$ cat src/rtl/ufx_pkg.sv
/*
 * Package for the USB function front end: register offsets, field
 * positions, reset values, test modes and timing constants.
 * Assumes an 8-bit special function register bus on one 50 MHz clock.
 */
package ufx_pkg;
    // ------------------------------------------------------------
    // Special function register offsets
    // ------------------------------------------------------------
    localparam logic [7:0] UFX_SFR_ADDR = 8'h96;
    localparam logic [7:0] UFX_SFR_DATA = 8'h97;
    localparam logic [7:0] UFX_SFR_XCVR = 8'hD7;

    // ------------------------------------------------------------
    // Core register offsets reached through the indirect port
    // ------------------------------------------------------------
    localparam logic [5:0] UFX_CORE_INDEX = 6'h0F;

    // ------------------------------------------------------------
    // Field positions and reset values
    // ------------------------------------------------------------
    localparam int UFX_BIT_BUSY    = 7;
    localparam int UFX_BIT_AUTO_READ_ENABLE  = 6;
    localparam int UFX_BIT_PULLUP_ENABLE_BIT    = 7;
    localparam int UFX_BIT_PHY_ENABLE_BIT   = 6;
    localparam int UFX_BIT_SPEED   = 5;
    localparam int UFX_BIT_TST_HI  = 4;
    localparam int UFX_BIT_TST_LO  = 3;
    localparam int UFX_BIT_DIFF    = 2;
    localparam int UFX_BIT_DPLUS   = 1;
    localparam int UFX_BIT_DMINUS  = 0;
    localparam logic [7:0] UFX_RESET_BYTE = 8'h00;
    localparam logic [3:0] UFX_EP_LAST    = 4'h3;
    localparam logic [3:0] UFX_EP_NONE    = 4'h0;

    // ------------------------------------------------------------
    // Transceiver test modes
    // ------------------------------------------------------------
    typedef enum logic [1:0] {
        UFX_TST_NORMAL = 2'h0,
        UFX_TST_DIFF1  = 2'h1,
        UFX_TST_DIFF0  = 2'h2,
        UFX_TST_SE0    = 2'h3
    } ufx_test_t;

    // ------------------------------------------------------------
    // Indirect read timing
    // ------------------------------------------------------------
    localparam int UFX_CLK_MHZ     = 50;
    localparam int UFX_READ_NS     = 40;
    localparam int UFX_READ_CYCLES = (UFX_READ_NS * UFX_CLK_MHZ + 999) / 1000;
endpackage

$ cat src/rtl/ufx_front.sv
/*
 * USB function front end: endpoint pipe addressing, transceiver control
 * and status, and the indirect address/data port into the core registers.
 * Assumes the processor's SFR bus on clk (one-cycle write and read
 * strobes), and a core register file that answers a read strobe with
 * data a fixed number of cycles later.
 */
`timescale 1ns/1ps
`default_nettype none
module ufx_front
    import ufx_pkg::*;
#(
    parameter int READ_CYCLES = ufx_pkg::UFX_READ_CYCLES
) (
    // Clock and reset
    input  wire logic       clk,
    input  wire logic       rstn,
    // SFR bus from the processor
    input  wire logic [7:0] sfr_addr,
    input  wire logic       sfr_wr,
    input  wire logic       sfr_rd,
    input  wire logic [7:0] sfr_wdata,
    output logic      [7:0] sfr_rdata,
    // Core register file port
    output logic      [5:0] core_addr,
    output logic            core_wr,
    output logic            core_rd,
    output logic      [7:0] core_wdata,
    input  wire logic [7:0] core_rdata,
    // Endpoint targeting for indexed registers
    output logic      [3:0] endpoint_select,
    output logic      [3:0] endpoint_target_onehot,
    // Transceiver pins and controls
    input  wire logic       vbus_present,
    input  wire logic       dplus_in,
    input  wire logic       dminus_in,
    output logic            dplus_out,
    output logic            dplus_oe,
    output logic            dminus_out,
    output logic            dminus_oe,
    output logic            pullup_dplus,
    output logic            pullup_dminus,
    output logic            phy_enable,
    output logic            full_speed
);
    import ufx_pkg::*;

    // ------------------------------------------------------------
    // State
    // ------------------------------------------------------------
    typedef enum logic [1:0] {
        UFX_IDLE = 2'b00,
        UFX_WAIT = 2'b01,
        UFX_DONE = 2'b11
    } ufx_state_t;

    ufx_state_t state, next_state;
    logic [7:0] xcvr_ctl, next_xcvr_ctl;
    logic [5:0] core_register_select, next_core_register_select;
    logic       auto_read_enable, next_auto_read_enable;
    logic       busy, next_busy;
    logic [7:0] indirect_data, next_indirect_data;
    logic [3:0] ep_sel, next_ep_sel;
    logic [7:0] wait_cnt, next_wait_cnt;
    logic [7:0] next_sfr_rdata;
    logic [5:0] next_core_addr;
    logic       next_core_wr, next_core_rd;
    logic [7:0] next_core_wdata;
    logic [1:0] pins_sync;
    logic       diff_receiver_state, dplus_level, dminus_level;

    // Pin levels cross into clk through two flip-flops
    ufx_sync #(.WIDTH(2)) u_sync (
        .clk      (clk),
        .rstn     (rstn),
        .async_in ({dplus_in, dminus_in}),
        .sync_out (pins_sync)
    );

    // Differential state decoded after the flops, so no raw pin logic
    assign dplus_level         = pins_sync[1];
    assign dminus_level        = pins_sync[0];
    assign diff_receiver_state = dplus_level & ~dminus_level
                                 & xcvr_ctl[UFX_BIT_PHY_ENABLE_BIT];

    // Endpoint select is valid only for endpoints zero to three
    function automatic logic ep_valid(input logic [3:0] sel);
        ep_valid = (sel <= UFX_EP_LAST);
    endfunction

    // ------------------------------------------------------------
    // Register file and indirect port, next values
    // ------------------------------------------------------------
    always_comb
    begin
        next_state                = state;
        next_xcvr_ctl             = xcvr_ctl;
        next_core_register_select = core_register_select;
        next_auto_read_enable     = auto_read_enable;
        next_busy                 = busy;
        next_indirect_data        = indirect_data;
        next_ep_sel               = ep_sel;
        next_wait_cnt             = wait_cnt;
        next_core_addr            = core_register_select;
        next_core_wr              = 1'b0;
        next_core_rd              = 1'b0;
        next_core_wdata           = core_wdata;
        next_sfr_rdata            = sfr_rdata;

        // Processor writes
        if (sfr_wr)
        begin
            case (sfr_addr)
                UFX_SFR_XCVR:
                begin
                    next_xcvr_ctl[UFX_BIT_PULLUP_ENABLE_BIT:UFX_BIT_TST_LO] =
                        sfr_wdata[UFX_BIT_PULLUP_ENABLE_BIT:UFX_BIT_TST_LO];
                end
                UFX_SFR_ADDR:
                begin
                    next_core_register_select = sfr_wdata[5:0];
                    next_auto_read_enable     = sfr_wdata[UFX_BIT_AUTO_READ_ENABLE];
                    if (sfr_wdata[UFX_BIT_BUSY] && !busy)
                    begin
                        next_busy  = 1'b1;
                        next_state = UFX_WAIT;
                    end
                end
                UFX_SFR_DATA:
                begin
                    next_indirect_data = sfr_wdata;
                    next_core_wr       = 1'b1;
                    next_core_wdata    = sfr_wdata;
                    // Endpoint index is held locally as well
                    if (core_register_select == UFX_CORE_INDEX)
                        next_ep_sel = sfr_wdata[3:0];
                end
                default:
                begin
                end
            endcase
        end

        // Processor reads; data register read may chain the next read
        if (sfr_rd)
        begin
            case (sfr_addr)
                UFX_SFR_XCVR: next_sfr_rdata = {xcvr_ctl[7:3], diff_receiver_state,
                                                dplus_level, dminus_level};
                UFX_SFR_ADDR: next_sfr_rdata = {busy, auto_read_enable,
                                                core_register_select};
                UFX_SFR_DATA:
                begin
                    next_sfr_rdata = indirect_data;
                    if (auto_read_enable && !busy)
                    begin
                        next_busy  = 1'b1;
                        next_state = UFX_WAIT;
                    end
                end
                default:      next_sfr_rdata = UFX_RESET_BYTE;
            endcase
        end

        // Indirect read sequencing
        case (state)
            UFX_IDLE:
            begin
                next_wait_cnt = 8'h00;
            end
            UFX_WAIT:
            begin
                if (wait_cnt == 8'h00)
                    next_core_rd = 1'b1;
                if (wait_cnt == 8'(READ_CYCLES))
                    next_state = UFX_DONE;
                else
                    next_wait_cnt = wait_cnt + 8'h01;
            end
            UFX_DONE:
            begin
                // Core register value lands, busy drops in the same cycle
                if (core_register_select == UFX_CORE_INDEX)
                    next_indirect_data = {4'h0, ep_sel};
                else
                    next_indirect_data = core_rdata;
                next_busy  = 1'b0;
                next_state = UFX_IDLE;
            end
            default:
            begin
                next_state = UFX_IDLE;
            end
        endcase
    end

    // Register update
    always_ff @(posedge clk or negedge rstn)
    begin
        if (!rstn)
        begin
            state                <= UFX_IDLE;
            xcvr_ctl             <= UFX_RESET_BYTE;
            core_register_select <= 6'h00;
            auto_read_enable     <= 1'b0;
            busy                 <= 1'b0;
            indirect_data        <= UFX_RESET_BYTE;
            ep_sel               <= UFX_EP_NONE;
            wait_cnt             <= 8'h00;
            sfr_rdata            <= UFX_RESET_BYTE;
            core_addr            <= 6'h00;
            core_wr              <= 1'b0;
            core_rd              <= 1'b0;
            core_wdata           <= UFX_RESET_BYTE;
        end
        else
        begin
            state                <= next_state;
            xcvr_ctl             <= next_xcvr_ctl;
            core_register_select <= next_core_register_select;
            auto_read_enable     <= next_auto_read_enable;
            busy                 <= next_busy;
            indirect_data        <= next_indirect_data;
            ep_sel               <= next_ep_sel;
            wait_cnt             <= next_wait_cnt;
            sfr_rdata            <= next_sfr_rdata;
            core_addr            <= next_core_addr;
            core_wr              <= next_core_wr;
            core_rd              <= next_core_rd;
            core_wdata           <= next_core_wdata;
        end
    end

    // ------------------------------------------------------------
    // Transceiver and endpoint outputs
    // ------------------------------------------------------------
    logic       n_pu_dp, n_pu_dm, n_dp, n_dm, n_oe;
    logic [3:0] n_onehot;

    // Pull-up placement, forced test levels, endpoint decode
    always_comb
    begin
        n_pu_dp  = xcvr_ctl[UFX_BIT_PULLUP_ENABLE_BIT] & vbus_present & xcvr_ctl[UFX_BIT_SPEED];
        n_pu_dm  = xcvr_ctl[UFX_BIT_PULLUP_ENABLE_BIT] & vbus_present & ~xcvr_ctl[UFX_BIT_SPEED];
        n_oe     = 1'b1;
        n_dp     = 1'b0;
        n_dm     = 1'b0;
        case (ufx_test_t'(xcvr_ctl[UFX_BIT_TST_HI:UFX_BIT_TST_LO]))
            UFX_TST_DIFF1: n_dp = 1'b1;
            UFX_TST_DIFF0: n_dm = 1'b1;
            UFX_TST_SE0:   n_dp = 1'b0;
            default:       n_oe = 1'b0;
        endcase
        // Suspended transceiver drives nothing
        if (!xcvr_ctl[UFX_BIT_PHY_ENABLE_BIT])
            n_oe = 1'b0;
        // Endpoints zero to three each set one target bit; others set none
        n_onehot = 4'h0;
        if (ep_valid(ep_sel))
            n_onehot[ep_sel[1:0]] = 1'b1;
    end

    // Outputs straight from flip-flops
    always_ff @(posedge clk or negedge rstn)
    begin
        if (!rstn)
        begin
            pullup_dplus           <= 1'b0;
            pullup_dminus          <= 1'b0;
            dplus_out              <= 1'b0;
            dminus_out             <= 1'b0;
            dplus_oe               <= 1'b0;
            dminus_oe              <= 1'b0;
            phy_enable             <= 1'b0;
            full_speed             <= 1'b0;
            endpoint_select        <= UFX_EP_NONE;
            endpoint_target_onehot <= 4'h0;
        end
        else
        begin
            pullup_dplus           <= n_pu_dp;
            pullup_dminus          <= n_pu_dm;
            dplus_out              <= n_dp;
            dminus_out             <= n_dm;
            dplus_oe               <= n_oe;
            dminus_oe              <= n_oe;
            phy_enable             <= xcvr_ctl[UFX_BIT_PHY_ENABLE_BIT];
            full_speed             <= xcvr_ctl[UFX_BIT_SPEED];
            endpoint_select        <= ep_sel;
            endpoint_target_onehot <= n_onehot;
        end
    end
endmodule
`default_nettype wire

$ cat src/rtl/ufx_sync.sv
/*
 * Two flip-flop synchroniser for a bundle of asynchronous levels.
 * Assumes the reading logic sits on clk.
 */
`timescale 1ns/1ps
`default_nettype none
module ufx_sync #(
    parameter int WIDTH = 3
) (
    // Clock and reset
    input  wire logic             clk,
    input  wire logic             rstn,
    // Asynchronous in, synchronous out
    input  wire logic [WIDTH-1:0] async_in,
    output logic      [WIDTH-1:0] sync_out
);
    logic [WIDTH-1:0] stage1;

    // Two stages; the first feeds only the second
    always_ff @(posedge clk or negedge rstn)
    begin
        if (!rstn)
        begin
            stage1   <= '0;
            sync_out <= '0;
        end
        else
        begin
            stage1   <= async_in;
            sync_out <= stage1;
        end
    end
endmodule
`default_nettype wire

$ cat config.mk
export PLATFORM = sky130hd
export DESIGN_NAME = ufx_front
export DESIGN_NICKNAME = d
export VERILOG_FILES = /design/src/rtl/ufx_pkg.sv /design/src/rtl/ufx_front.sv /design/src/rtl/ufx_sync.sv
export SDC_FILE = /design/constraint.sdc
export NUM_CORES = 1
export LEC_CHECK = 0
export ABC_AREA = 1
export BUFFER_PORTS_ARGS = -buffer_cell sky130_fd_sc_hd__buf_2
export CAP_MARGIN = 20
export CELL_PAD_IN_SITES_DETAIL_PLACEMENT = 1
export CELL_PAD_IN_SITES_GLOBAL_PLACEMENT = 1
export CORE_MARGIN = 10
export CORE_UTILIZATION = 43
export DETAILED_ROUTE_END_ITERATION = 8
export HOLD_SLACK_MARGIN = 0.15
export PLACE_DENSITY_LB_ADDON = 0.3
export REMOVE_ABC_BUFFERS = 1
export SLEW_MARGIN = 25
export SYNTH_ARGS = -nofsm -noshare
export SYNTH_HDL_FRONTEND = slang
export SYNTH_SLANG_ARGS = --single-unit
$ cat constraint.sdc
create_clock -name clk -period 2.75 [get_ports clk]
set_input_delay 0.275 -clock clk [delete_from_list [all_inputs] [get_ports clk]]
set_output_delay 0.275 -clock clk [all_outputs]
set_load 0.03 [all_outputs]
==> metrics.yaml <==
grt_pass1_wl_mm: 16.1
max_freq_ghz: 0.607
min_period_ns: 1.65
reg2reg_from: "state[1]"
drc: 0
power_density_mw_per_mm2: 604
antenna_found_initial: 0
htree_num_levels: 3
yosys.area.top_type_share: 0.570
critical_path_class: "in2reg"
finalPower_uw: 2490
required_ns: 2.99
cts_root_buffer: "clkbuf_8"
insertion_delay_ns: 0.36
p_int_uw: 1880
die_h_um: 109
cellLeakagePower_uw: 0.00230
rows: 32
path_clk_slew_ns: 0.08
whs_path_depth: 3
finalSetupViolations: 0
worst_setup_path_end_kind: "register"
layout_common_cells: "nand2_1, dfrtp_1, buf_2"
grt_max_degree: 79
drtAntennaViolNets: 0
maxCapViolCount: 0
drt-initial-drc-count: 147
hold_start: "core_rdata[5]"
switching_power_uw: 609
cp_data_arrival_time_ns: 1.89
place_congestion: 0.836
grt_util_all_layers: 0.173
first_global_vias: 3214
startpoint_type: "input pin"
core_area_sq_mm: 0.00773
cts_tree: "built"
setup.worst_path.start: "sfr_addr[5]"
synth_area_sq_mm: 0.00343
cp_slowest_cell: "nor2_4"
path_max_fanout: 21
cp_num_buf_inv: 2
rsz0062_at_grt: "no"
cts_made_buffers: 9
wire_per_inst_um: 16.7
yosys_register_bits: 78
layout-drive-gt1-share: 0.222
fin_nets: 507
final_common_cell: "nand2_1"
setup_tns_ns: 0
chipWidth_um: 109
tightest_slew_ns: 0.704
cpLargestDelayFamily: "simple AND/OR/NAND/NOR gates"
fillerInstances: 960
portBuffers: 70
vdd_drop_max_mv: 0.353
combPwrFrac: 0.081
cp_common_cell: "nand2_1"
start_util: 0.443
p_seq_frac: 0.491
holdWs_ns: 0.176
clockBufferDepth: 2
sw_frac_of_total: 0.244
slew_headroom: 0.530
timing.final.crit_share: 0.599
max_stage_delay_ns: 0.44
worst-r2r-cell-count: 5
finalHoldViolations: 0
areaGrowthSynthToFinish_pct: 20.3
outcome: "completed"
via_count: 2949
synth_warnings: 0
via_per_inst: 5.08
slew_violations: 0
hp-class: "in2reg"
io_pins: 71
crit_cells: 9
ys_types: 26
clkPwrFrac: 0.427
crit_chain: "buf_2 > inv_2 > nand2_2 > nor2_2 > nand2_1 > nor2_4 > nor2_1 > nand2_1 > nand3_1"
drt-total-wl_mm: 9.71
yosysSeqAreaShare: 0.570
yosys.area.top_type: "dfrtp_1"
ys_top_cells_by_area: "dfrtp_1, nand2_1, nand3_1, inv_1, o21ai_0"
grt_overflow_total: 0
synth_cells: 397
drt_first_pass_iters: 4
synth_area_per_cell_sq_um: 8.63
antennaDiodeCount: 0
cts_setup_buffers: 0
dpl.hpwl_mm: 7.00
die-area_sq_mm: 0.0119
finalClockSkew_ns: 0.00783
cts_sinks: 78
tightest hold or removal path: stages:
cell	delay, ns
buf_2	0.08
nand3_1	0.06
nand3_1	0.08
per-stage QoR:
| step | instances | instance area [sq um] | worst slack [ns] | utilization |
|---|---|---|---|---|
| 2_1_floorplan | 387 | 3340 | 1.01 | - |
| 5_1_grt | 580 | 4120 | 0.956 | 0.534 |
| 3_5_place_dp | 560 | 3830 | 0.760 | 0.496 |
| 3_3_place_gp | 560 | 3830 | 0.846 | 0.496 |
| 6_report | 580 | 4120 | 1.10 | 0.534 |
| 4_1_cts | 580 | 4120 | 1.12 | 0.533 |
what timing repair did:
action,4_1_cts,5_1_grt
hold endpoints to repair,82,0
gates resized for setup,0,0
hold buffers,4,0
layout make-up:
| class | instances | area (sq um) | share of cell area |
|---|---|---|---|
| inverters | 35 | 131 | 0.0319 |
| clock buffers | 11 | 141 | 0.0343 |
| repair buffers | 75 | 404 | 0.0980 |
| clock inverters | 5 | 106 | 0.0258 |
| multi-input cells | 274 | 1260 | 0.306 |
| flip-flops and latches | 78 | 1950 | 0.473 |
| well taps | 102 | 128 | 0.0310 |
state kept, by name, summed over array words and instances, names as in the netlist, 4 cells and up:
name	cells
core_addr	6
core_register_select	6
core_wdata	8
endpoint_select	4
endpoint_target_onehot	4
ep_sel	4
indirect_data	8
sfr_rdata	8
wait_cnt	8
xcvr_ctl	5
power groups by stage:
stage | registers (uW) | logic (uW) | clock network (uW)
6_report | 1220 | 203 | 1060
5_1_grt | 1230 | 227 | 1130
4_1_cts | 1220 | 206 | 1080
3_5_place_dp | 1250 | 200 | 0
3_3_place_gp | 1240 | 191 | 0
2_1_floorplan | 1280 | 56.8 | 0
path summary, 6_finish.rpt:
check | end | slack (ns)
max | indirect_data[7] | 1.10
min | indirect_data[5] | 0.18
max reg2reg | indirect_data[5] | 1.18
min reg2reg | u_sync.sync_out[1] | 0.36
max in group asynchronous | endpoint_select[0] | 1.76
min in group asynchronous | sfr_rdata[5] | 0.50
per-layer routing:
layer	global-route usage	share of wire	vias to the layer above	wire [um]
met2	0.280	0.48	70	4700
met3	0.0566	0.065	14	627
li1	-	-	1412	-
met5	0	0	-	0
met1	0.213	0.43	1453	4220
met4	0.0632	0.016	0	155
cell families (layout without fill, tap and decap cells):
logic type	after synthesis	after routing	share of synthesized area
adders and majority gates	3	3	0.0110
and+or+nand+nor	251	251	0.325
AOI/OAI and AO/OA	19	19	0.0289
xor gates and xnor gates	1	1	0.00256
DFF	78	78	0.570
buffers and inverters	45	126	0.0625
cells in the mapped netlist:
| library cell | instances |
|---|---|
| a21oi_1 | 2 |
| a21oi_2 | 1 |
| buf_4 | 4 |
| buf_6 | 4 |
| clkbuf_1 | 2 |
| clkinv_1 | 1 |
| dfrtp_1 | 78 |
| ha_1 | 3 |
| inv_1 | 31 |
| inv_2 | 3 |
| nand2_1 | 142 |
| nand2_2 | 5 |
| nand2_4 | 1 |
| nand3_1 | 62 |
| nand3_2 | 1 |
| nand3b_1 | 2 |
| nand4_1 | 2 |
| nor2_1 | 19 |
| nor2_2 | 4 |
| nor2_4 | 2 |
| nor2_8 | 1 |
| nor3_1 | 8 |
| o21ai_0 | 15 |
| o21ai_1 | 1 |
| or2_2 | 2 |
| xnor2_1 | 1 |
No activity file was read; power rests on OpenSTA's default activity.
